--- config.mk ---
export PLATFORM = sky130hd
export DESIGN_NAME = asb_status_bank
export DESIGN_NICKNAME = d
export VERILOG_FILES = /design/src/pkg/asb_pkg.sv /design/src/pkg/asb_alu_if.sv /design/src/design/asb_alu_flags.sv /design/src/design/asb_status_bank.sv
export SDC_FILE = /design/constraint.sdc
export NUM_CORES = 1
export LEC_CHECK = 0
export ABC_AREA = 0
export BUFFER_PORTS_ARGS = -buffer_cell sky130_fd_sc_hd__buf_2
export CAP_MARGIN = 20
export CORE_MARGIN = 10
export CORE_UTILIZATION = 50
export DETAILED_ROUTE_END_ITERATION = 10
export PLACE_DENSITY = 0.8
export SKIP_LAST_GASP = 1
export SLEW_MARGIN = 20
export SYNTH_ARGS = -nofsm -noshare
export SYNTH_HDL_FRONTEND = slang
export SYNTH_HIERARCHICAL = 1
export SYNTH_SLANG_ARGS = --single-unit
--- constraint.sdc ---
create_clock -name I_MCLK -period 7.5 [get_ports I_MCLK]
set_input_delay 1.125 -clock I_MCLK [delete_from_list [all_inputs] [get_ports I_MCLK]]
set_output_delay 1.125 -clock I_MCLK [all_outputs]
set_load 0.02 [all_outputs]
--- src/pkg/asb_pkg.sv ---
// package: offsets, field positions, reset values and operation codes of the status bank
package asb_pkg;
	localparam int unsigned ASB_DATA_W     = 8;
	// offset within each bank; mirrored at 03h, 83h, 103h, 183h
	localparam logic [6:0]  ASB_STATUS_OFS = 7'h03;
	// field positions of alu_flags_and_bank_select
	localparam int unsigned ASB_IND_BANK_BIT = 7;
	localparam int unsigned ASB_DIR_HI_BIT   = 6;
	localparam int unsigned ASB_DIR_LO_BIT   = 5;
	localparam int unsigned ASB_TIMEOUT_BIT  = 4;
	localparam int unsigned ASB_PWRDN_BIT    = 3;
	localparam int unsigned ASB_ZERO_BIT     = 2;
	localparam int unsigned ASB_DCARRY_BIT   = 1;
	localparam int unsigned ASB_CARRY_BIT    = 0;
	// power-up value 0001 1xxx, unknown flags taken as zero
	localparam logic [7:0]  ASB_STATUS_RST   = 8'h18;
	localparam logic [2:0]  ASB_BANK_RST     = 3'h0;
	// operation classes presented by the core
	typedef enum logic [2:0] {
		ASB_OP_NONE = 3'h0, // move, bit set/clear, nibble swap: no flag effect
		ASB_OP_ADD  = 3'h1,
		ASB_OP_SUB  = 3'h2, // a minus b
		ASB_OP_AND  = 3'h3,
		ASB_OP_IOR  = 3'h4,
		ASB_OP_XOR  = 3'h5,
		ASB_OP_CLR  = 3'h6  // clear_file_instr
	} asb_op_e;
endpackage

--- src/pkg/asb_alu_if.sv ---
// interface between the status bank and its flag-producing alu
interface asb_alu_if;
	import asb_pkg::*;
	asb_op_e    op;
	logic [7:0] opa;
	logic [7:0] opb;
	logic [7:0] result;
	logic       zero;
	logic       dcarry;
	logic       carry;
	logic       upd_zero;
	logic       upd_carry;
	modport alu  (input op, opa, opb, output result, zero, dcarry, carry, upd_zero, upd_carry);
	modport bank (output op, opa, opb, input result, zero, dcarry, carry, upd_zero, upd_carry);
endinterface

--- src/design/asb_alu_flags.sv ---
// combinational result and zero / digit carry / carry generation
module asb_alu_flags
	import asb_pkg::*;
(
	asb_alu_if.alu a_if
);
	// subtraction is a + ~b + 1 so the carries come out as inverted borrows
	wire        is_add  = (a_if.op == ASB_OP_ADD);
	wire        is_sub  = (a_if.op == ASB_OP_SUB);
	wire [7:0]  addend  = is_sub ? ~a_if.opb : a_if.opb;
	wire [4:0]  low_sum = {1'b0, a_if.opa[3:0]} + {1'b0, addend[3:0]} + {4'h0, is_sub};
	wire [8:0]  sum     = {1'b0, a_if.opa} + {1'b0, addend} + {8'h00, is_sub};
	logic [7:0] res;

	// result select; pass-through keeps the core's pre-built byte
	always_comb begin
		case (a_if.op)
			ASB_OP_ADD,
			ASB_OP_SUB: res = sum[7:0];
			ASB_OP_AND: res = a_if.opa & a_if.opb;
			ASB_OP_IOR: res = a_if.opa | a_if.opb;
			ASB_OP_XOR: res = a_if.opa ^ a_if.opb;
			ASB_OP_CLR: res = 8'h00;
			default:    res = a_if.opa;
		endcase
	end

	// flags and which of them this operation owns
	assign a_if.result   = res;
	assign a_if.zero     = (res == 8'h00);
	assign a_if.dcarry   = low_sum[4];
	assign a_if.carry    = sum[8];
	assign a_if.upd_carry = is_add | is_sub;
	// no-flag class never claims the zero flag
	assign a_if.upd_zero = (a_if.op != ASB_OP_NONE);
endmodule // asb_alu_flags

--- src/design/asb_status_bank.sv ---
// processor status register: alu flags, reset cause and bank select
// Behaviour
// - status register decodes at offset 03h in every bank, one physical register
// - status accepts any instruction's result as destination in its writable bits
// - flag-updating instruction to status takes no data into zero, digit carry, carry; alu loads the ones it owns
// - writes never change timeout and power-down flags
// - clear-file to status zeroes bank bits, sets zero, keeps the rest
// - bit set/clear, swap, move-w-to-file leave zero, digit carry and carry untouched unless status is their destination, then they take the data
// - subtraction drives carry as inverted borrow, digit carry as inverted digit borrow
module asb_status_bank
	import asb_pkg::*;
#(
	parameter int unsigned DATA_W = ASB_DATA_W
)(
	input  wire logic       I_MCLK,
	input  wire logic       I_RST,         // power-up reset
	input  wire logic       I_OTHER_RST,   // external or watchdog reset
	input  wire logic       I_EXEC,        // one instruction executes this cycle
	input  wire asb_op_e    I_OP,
	input  wire logic [7:0] I_OPA,
	input  wire logic [7:0] I_OPB,
	input  wire logic       I_WR_EN,       // result goes to the addressed file
	input  wire logic       I_RD_EN,
	input  wire logic       I_INDIRECT,    // use pointer instead of direct field
	input  wire logic [6:0] I_FILE_ADDR,
	input  wire logic [7:0] I_PTR,
	input  wire logic       I_WDT_CLEAR,   // watchdog-clear instruction
	input  wire logic       I_SLEEP,       // sleep instruction
	input  wire logic       I_WDT_TIMEOUT,
	output logic      [8:0] O_DATA_ADDR,
	output logic            O_STATUS_HIT,
	output logic      [7:0] O_RD_DATA,
	output logic      [7:0] O_RESULT,
	output logic      [7:0] O_STATUS
);
	// only byte-wide operation is built
	if (DATA_W != 8) begin : g_width_check
		$error("asb_status_bank supports DATA_W = 8 only");
	end

	asb_alu_if  alu_if ();
	logic [7:0] status_q;
	logic [7:0] status_d;
	logic [7:0] rd_q;
	logic [7:0] res_q;

	asb_alu_flags u_alu (
		.a_if (alu_if.alu)
	);

	// operands straight from the core
	assign alu_if.op  = I_OP;
	assign alu_if.opa = I_OPA;
	assign alu_if.opb = I_OPB;

	// field views of the register
	wire       ind_bank  = status_q[ASB_IND_BANK_BIT];
	wire [1:0] dir_bank  = {status_q[ASB_DIR_HI_BIT], status_q[ASB_DIR_LO_BIT]};
	wire [8:0] ind_addr  = {ind_bank, I_PTR};
	wire [8:0] dir_addr  = {dir_bank, I_FILE_ADDR};
	wire [8:0] eff_addr  = I_INDIRECT ? ind_addr : dir_addr;
	// same offset in every bank hits the one register
	wire       hit       = (eff_addr[6:0] == ASB_STATUS_OFS);
	wire       wr_stat   = I_EXEC & I_WR_EN & hit;
	wire       upd_z     = I_EXEC & alu_if.upd_zero;
	wire       upd_dcc   = I_EXEC & alu_if.upd_carry;
	wire [7:0] wres      = alu_if.result;

	assign O_DATA_ADDR  = eff_addr;
	assign O_STATUS_HIT = hit;

	// next value of alu_flags_and_bank_select
	always_comb begin
		status_d = status_q;
		// bank bits: external or watchdog reset zeroes them, else they take the written data
		if (I_OTHER_RST) begin
			status_d[7:5] = ASB_BANK_RST;
		end else if (wr_stat) begin
			status_d[7:5] = wres[7:5];
		end
		if (I_WDT_TIMEOUT) begin
			status_d[ASB_TIMEOUT_BIT] = 1'b0;
		end else if (I_WDT_CLEAR | I_SLEEP) begin
			status_d[ASB_TIMEOUT_BIT] = 1'b1;
		end
		if (I_SLEEP) begin
			status_d[ASB_PWRDN_BIT] = 1'b0;
		end else if (I_WDT_CLEAR) begin
			status_d[ASB_PWRDN_BIT] = 1'b1;
		end
		// no data path into bits 4:3
		// a flag-owning op blocks the data write to all three flags
		if (wr_stat && !(alu_if.upd_zero || alu_if.upd_carry)) begin
			status_d[2:0] = wres[2:0];
		end
		if (upd_z) begin
			status_d[ASB_ZERO_BIT] = alu_if.zero;
		end
		// carries arrive already inverted for subtraction
		if (upd_dcc) begin
			status_d[ASB_DCARRY_BIT] = alu_if.dcarry;
			status_d[ASB_CARRY_BIT]  = alu_if.carry;
		end
	end

	always_ff @(posedge I_MCLK) begin
		if (I_RST) begin
			status_q <= ASB_STATUS_RST;
		end else begin
			status_q <= status_d;
		end
	end

	// read port and result are registered for timing
	always_ff @(posedge I_MCLK) begin
		if (I_RST) begin
			rd_q  <= 8'h00;
			res_q <= 8'h00;
		end else begin
			rd_q  <= (I_RD_EN && hit) ? status_q : 8'h00;
			res_q <= I_EXEC ? wres : res_q;
		end
	end

	assign O_RD_DATA = rd_q;
	assign O_RESULT  = res_q;
	assign O_STATUS  = status_q;
endmodule // asb_status_bank

# Word-level counts from Yosys, hierarchy flattened
# Cells that the tools add are included.
# totals
register_bits	24
in_bits	44
output_inout_bits	34
# classes
n_addsub	4
n_eq_ne	7
n_mux	10
n_bitwise	11
reduce_logical	13
# ops
op	count
8-bit one-hot mux with 5 select lines	1
8-bit by 8-bit adder with 9-bit output	1
9-bit by 1-bit adder with 9-bit output	1
3-bit == test, second input constant	3
9-bit two-way mux	1
8-bit AND	1
8-bit logical NOT	1
8-bit two-way mux	1
8-bit inverter	1
8-bit bitwise OR	1
2-bit nonzero test	4
8-bit bitwise XOR	1
7-bit by 2-bit == test with 1-bit output, second input constant	1
3-bit by 2-bit == test with 1-bit output, second input constant	2
2-bit OR reduction	3
4-bit by 4-bit adder with 5-bit output	1
5-bit by 1-bit adder with 5-bit output	1
1-bit two-way mux	5
1-bit AND	4
3-bit by 1-bit == test with 1-bit output, second input constant	1
3-bit two-way mux	1
3-bit nonzero test	1
1-bit logical AND	2
2-bit two-way mux	1
other kinds (4)	5

# Logic depth before layout (Yosys ltp)
# logic_depth
depth_word	7
ltp_mapped	14
ltp_nobuf	12

# Cells and area by module
# Netlist, hierarchy kept.
# by_module_without_submodules
module	instances	cells_per_inst	area_each_um2
asb_alu_flags	1	176	1248.7
asb_status_bank	1	103	1051.0

# Worst setup path after synthesis
# No wires, ideal clock.
# synth_timing
path_type	input to register
startpoint	in I_OP[2]
endpoint	reg status_q[2], in the netlist O_STATUS[2]
arrival_time_ns	3.836
path_slack_ns	3.573
cell_stages	14
path_buffers	2
cell_sequence	buf_4 -> nor3b_4 -> buf_6 -> xnor2_1 -> inv_1 -> fa_1 -> nor2b_1 -> o21ai_1 -> and4_1 -> o32a_1 -> or4b_1 -> nor4_2 -> nor2_1 -> a311oi_1
# synth_via
elab_chain_len	7
elab_cells_between_ends	21
# synth_lines
item	line_no	source
from (decl)	asb_status_bank.sv:19	input wire asb_op_e I_OP,
3-bit by 2-bit == test with 1-bit output	asb_alu_flags.sv:9, asb_alu_flags.sv:17	
8-bit two-way mux	asb_alu_flags.sv:10	wire [7:0] addend = is_sub ? ~a_if.opb : a_if.opb;
8-bit by 8-bit adder with 9-bit output	asb_alu_flags.sv:12	wire [8:0] sum = {1'b0, a_if.opa} + {1'b0, addend} + {8'h00, is_sub};
9-bit by 1-bit adder with 9-bit output	asb_alu_flags.sv:12	
8-bit one-hot mux with 5 select lines *	asb_alu_flags.sv:17	case (a_if.op)
net alu_if.result[4]	asb_alu_if.sv:7	logic [7:0] result;
8-bit logical NOT *	asb_alu_flags.sv:30	assign a_if.zero = (res == 8'h00);
net alu_if.zero	asb_alu_if.sv:8	logic zero;
1-bit two-way mux *	asb_status_bank.sv:96	if (upd_z) begin
to (signal assigned)	asb_status_bank.sv:110	status_q <= status_d;
to (decl)	asb_status_bank.sv:42	logic [7:0] status_q;
# Mark *: on every way through the listed nets, which the timed path passes. The rest lies on a longest branch. The select of a mux whose other input is x is not followed.
# A chain may end at the register's enable or synchronous reset.

# Worst setup path in the final report
# layout_timing
startpoint	in I_OP[1]
endpoint	reg status_q[2], in the netlist O_STATUS[2]
# The elaborated chain is that of the path after synthesis.

==> reports/metrics.yaml <==
status:
  status: "finished clean"
sta:
  final.setup.tns_ps: 0
  timing.fmax_ghz: 0.2329
  hold_viol: 0
  relSlewSlack: 0.6210
  finalCritPeriodShare: 0.5724
  rsz0062_at_grt: "false"
  tightest_slew_ps: 565.1
  setup_viol: 0
  period_needed_ps: 4293
  clock_skew_ps: 3.121
  slew_violations: 0
cts:
  cts.sinks: 24
  cts_root_buf: "clkbuf_8"
  cts_htree_levels: 1
  cts_setup_buffers: 0
  cts_made_buffers: 3
  cts_resized: 0
  clock_latency_ps: 260
  cts_hold_buf: 0
  cts_tree: "done"
  clk_pin_slew_worst_paths_ps: 80
  clock_path_buffers: 2
critical_path:
  endpoint_kind: "register"
  r2r-start: "O_STATUS[0]"
  critPathRequiredTime_ps: 7690
  startpoint_type: "input pin"
  r2r-end: "O_STATUS[0]"
  worstPathArrival_ps: 4480
  worst-r2r-cell-count: 2
  path_class: "in -> reg"
  cp_max_fo: 27
  startpoint: "I_OP[1]"
  crit_end: "O_STATUS[2]"
  r2r_slack_ps: 6720
floorplanning:
  num_rows: 24
  die_y_um: 87.82
  core-area_um2: 4414
  io_pins: 78
  initial_core_util: 0.5210
  design.die.area_um2: 7712
  dieWidth_um: 87.82
logic_synthesis:
  yosysTopAreaCell: "dfxtp_1"
  ys_async_sr_fraction: 0
  ys.warnings.count: 6
  synth_flop_cell: "dfxtp_1"
  postSynthAreaPerCell_um2: 8.243
  synth_area_um2: 2300
  netlist_instances: 279
  synth-edff-count: 0
  synth_nets: 347
  synthTopCellsByArea: "dfxtp_1, ha_1, mux2_2"
  ys_types: 61
  yosysTopAreaCellShare: 0.2089
  ys_ff_latch: 24
  yosysSeqAreaShare: 0.2089
global_route:
  antenna_found_initial: 0
  overflow: 0
  grt_pass1_wl_um: 10080
  grt_pass1_vias: 2093
  grt_usage: 0.1540
  grt_max_degree: 28
worst_hold_path:
  worstHoldStart: "O_STATUS[4]"
  hp-class: "reg -> reg"
cells_and_area:
  drive_gt1_frac: 0.2986
  diodes: 0
  mostFrequentLayoutCells: "buf_2, nor2_1, dfxtp_1, ha_1"
  stdcell_count: 397
  design_area_um2: 2716
  area_growth_pct: 18.12
  layout_commonest_cell: "buf_2"
  final_nets: 414
pwr:
  p_leak_nw: 1.322
  p_int_mw: 0.2671
  pwr-share-clk: 0.281
  p_sw_frac: 0.3302
  peakVddDrop_v: 0.0001087
  combinationalPowerShare: 0.377
  p_per_area_nw_per_um2: 146.8
  p_sw_mw: 0.1317
  power_frac_seq: 0.342
detailed_routing:
  first_pass_iters: 4
  vias: 2211
  final_antenna_net_count: 0
  drcViolationCount: 0
  routedWlPerCell_um: 15.41
  via_per_inst: 5.569
  drt-initial-drc-count: 159
  wl_um: 6116
placed_design:
  port_buffers: 77
  dp_cells: 393
  hpwl_um: 5102
  place_area_um2: 2645
  gp_congestion: 0.8375
flow_run:
  cap_violations: 0
[power by group through the flow]
stage | clock, mW | sequential [mW] | combinational, mW
3_5_place_dp | 0 | 0.139 | 0.149
5_1_grt | 0.119 | 0.138 | 0.168
4_1_cts | 0.114 | 0.137 | 0.150
2_1_floorplan | 0 | 0.146 | 0.100
3_3_place_gp | 0 | 0.139 | 0.146
6_report | 0.112 | 0.136 | 0.150
[sequential cells by signal, indices dropped and copies added, names as in the netlist]
register and flops:
O_RD_DATA 8, O_RESULT 8, O_STATUS 8
[how the worst min path moves through the flow]
stage | end | depth (start not counted)
2_1_floorplan | O_RD_DATA[0] | 1
3_3_place_gp | O_RESULT[5] | 2
3_5_place_dp | O_RD_DATA[0] | 1
4_1_cts | O_RD_DATA[0] | 1
5_1_grt | O_RD_DATA[4] | 1
6_report | O_RD_DATA[4] | 1
[area by class of cell]
class	count	area [um2]
Fill cell	418	1698
Tap cell	52	65.06
Timing Repair Buffer	77	385.4
Clock buffer	3	41.29
Clock inverter	1	30.03
Multi-Input combinational cell	220	1639
Inverter	20	75.07
Sequential cell	24	480.5
[cells by family (layout without fill, tap and decap cells)]
| logic type | count (synthesis) | in the layout | synth area share |
|---|---|---|---|
| simple gates | 92 | 92 | 0.2459 |
| compound gates | 75 | 75 | 0.2046 |
| buf+inv | 35 | 101 | 0.07834 |
| fa+ha+maj | 24 | 24 | 0.1338 |
| flops | 24 | 24 | 0.2089 |
| mux | 18 | 18 | 0.08325 |
| xor+xnor | 11 | 11 | 0.04516 |
[critical path, stage by stage]
cell and delay (ps):
buf_2 360, nor3b_4 550, xnor2_1 210, inv_1 90, fa_1 430, nor2b_1 140, o21ai_1 110, and4_1 210
o32a_1 290, or4b_1 530, nor4_2 140, nor2_1 70, a311oi_1 220
[stage by stage]
stage,hold slack [ps],power [mW],setup slack (ps),utilization
floorplan,561.7,0.2470,3573,-
global placement,471.4,0.2854,3032,0.5992
detailed placement,476.1,0.2886,2936,0.5992
CTS,496.5,0.4010,3209,0.6154
global route,515.3,0.4249,2904,0.6154
finish,495.5,0.3988,3207,0.6154
[cell usage after synthesis (3+ instances only)]
library cell,n
o21bai_1,3
nor2_1,25
o22ai_1,10
nand2_1,8
and2_1,10
buf_6,4
nor3_1,3
xnor2_1,8
mux2i_1,9
nand2b_1,8
a311oi_1,3
nand3_1,4
buf_4,3
dfxtp_1,24
mux2_2,9
ha_1,23
nor2b_1,5
a21oi_1,20
nand4_1,6
inv_1,20
o21ai_0,18
buf_2,6
[metal layers]
metal | vias up | track usage | routed length [um]
li1 | 1139 | - | -
met1 | 993 | 0.2010 | 2676
met2 | 71 | 0.2487 | 2895
met3 | 8 | 0.04271 | 479
met4 | 0 | 0.02754 | 65
met5 | - | 0 | 0
No activity file was read; power rests on OpenSTA's default activity.
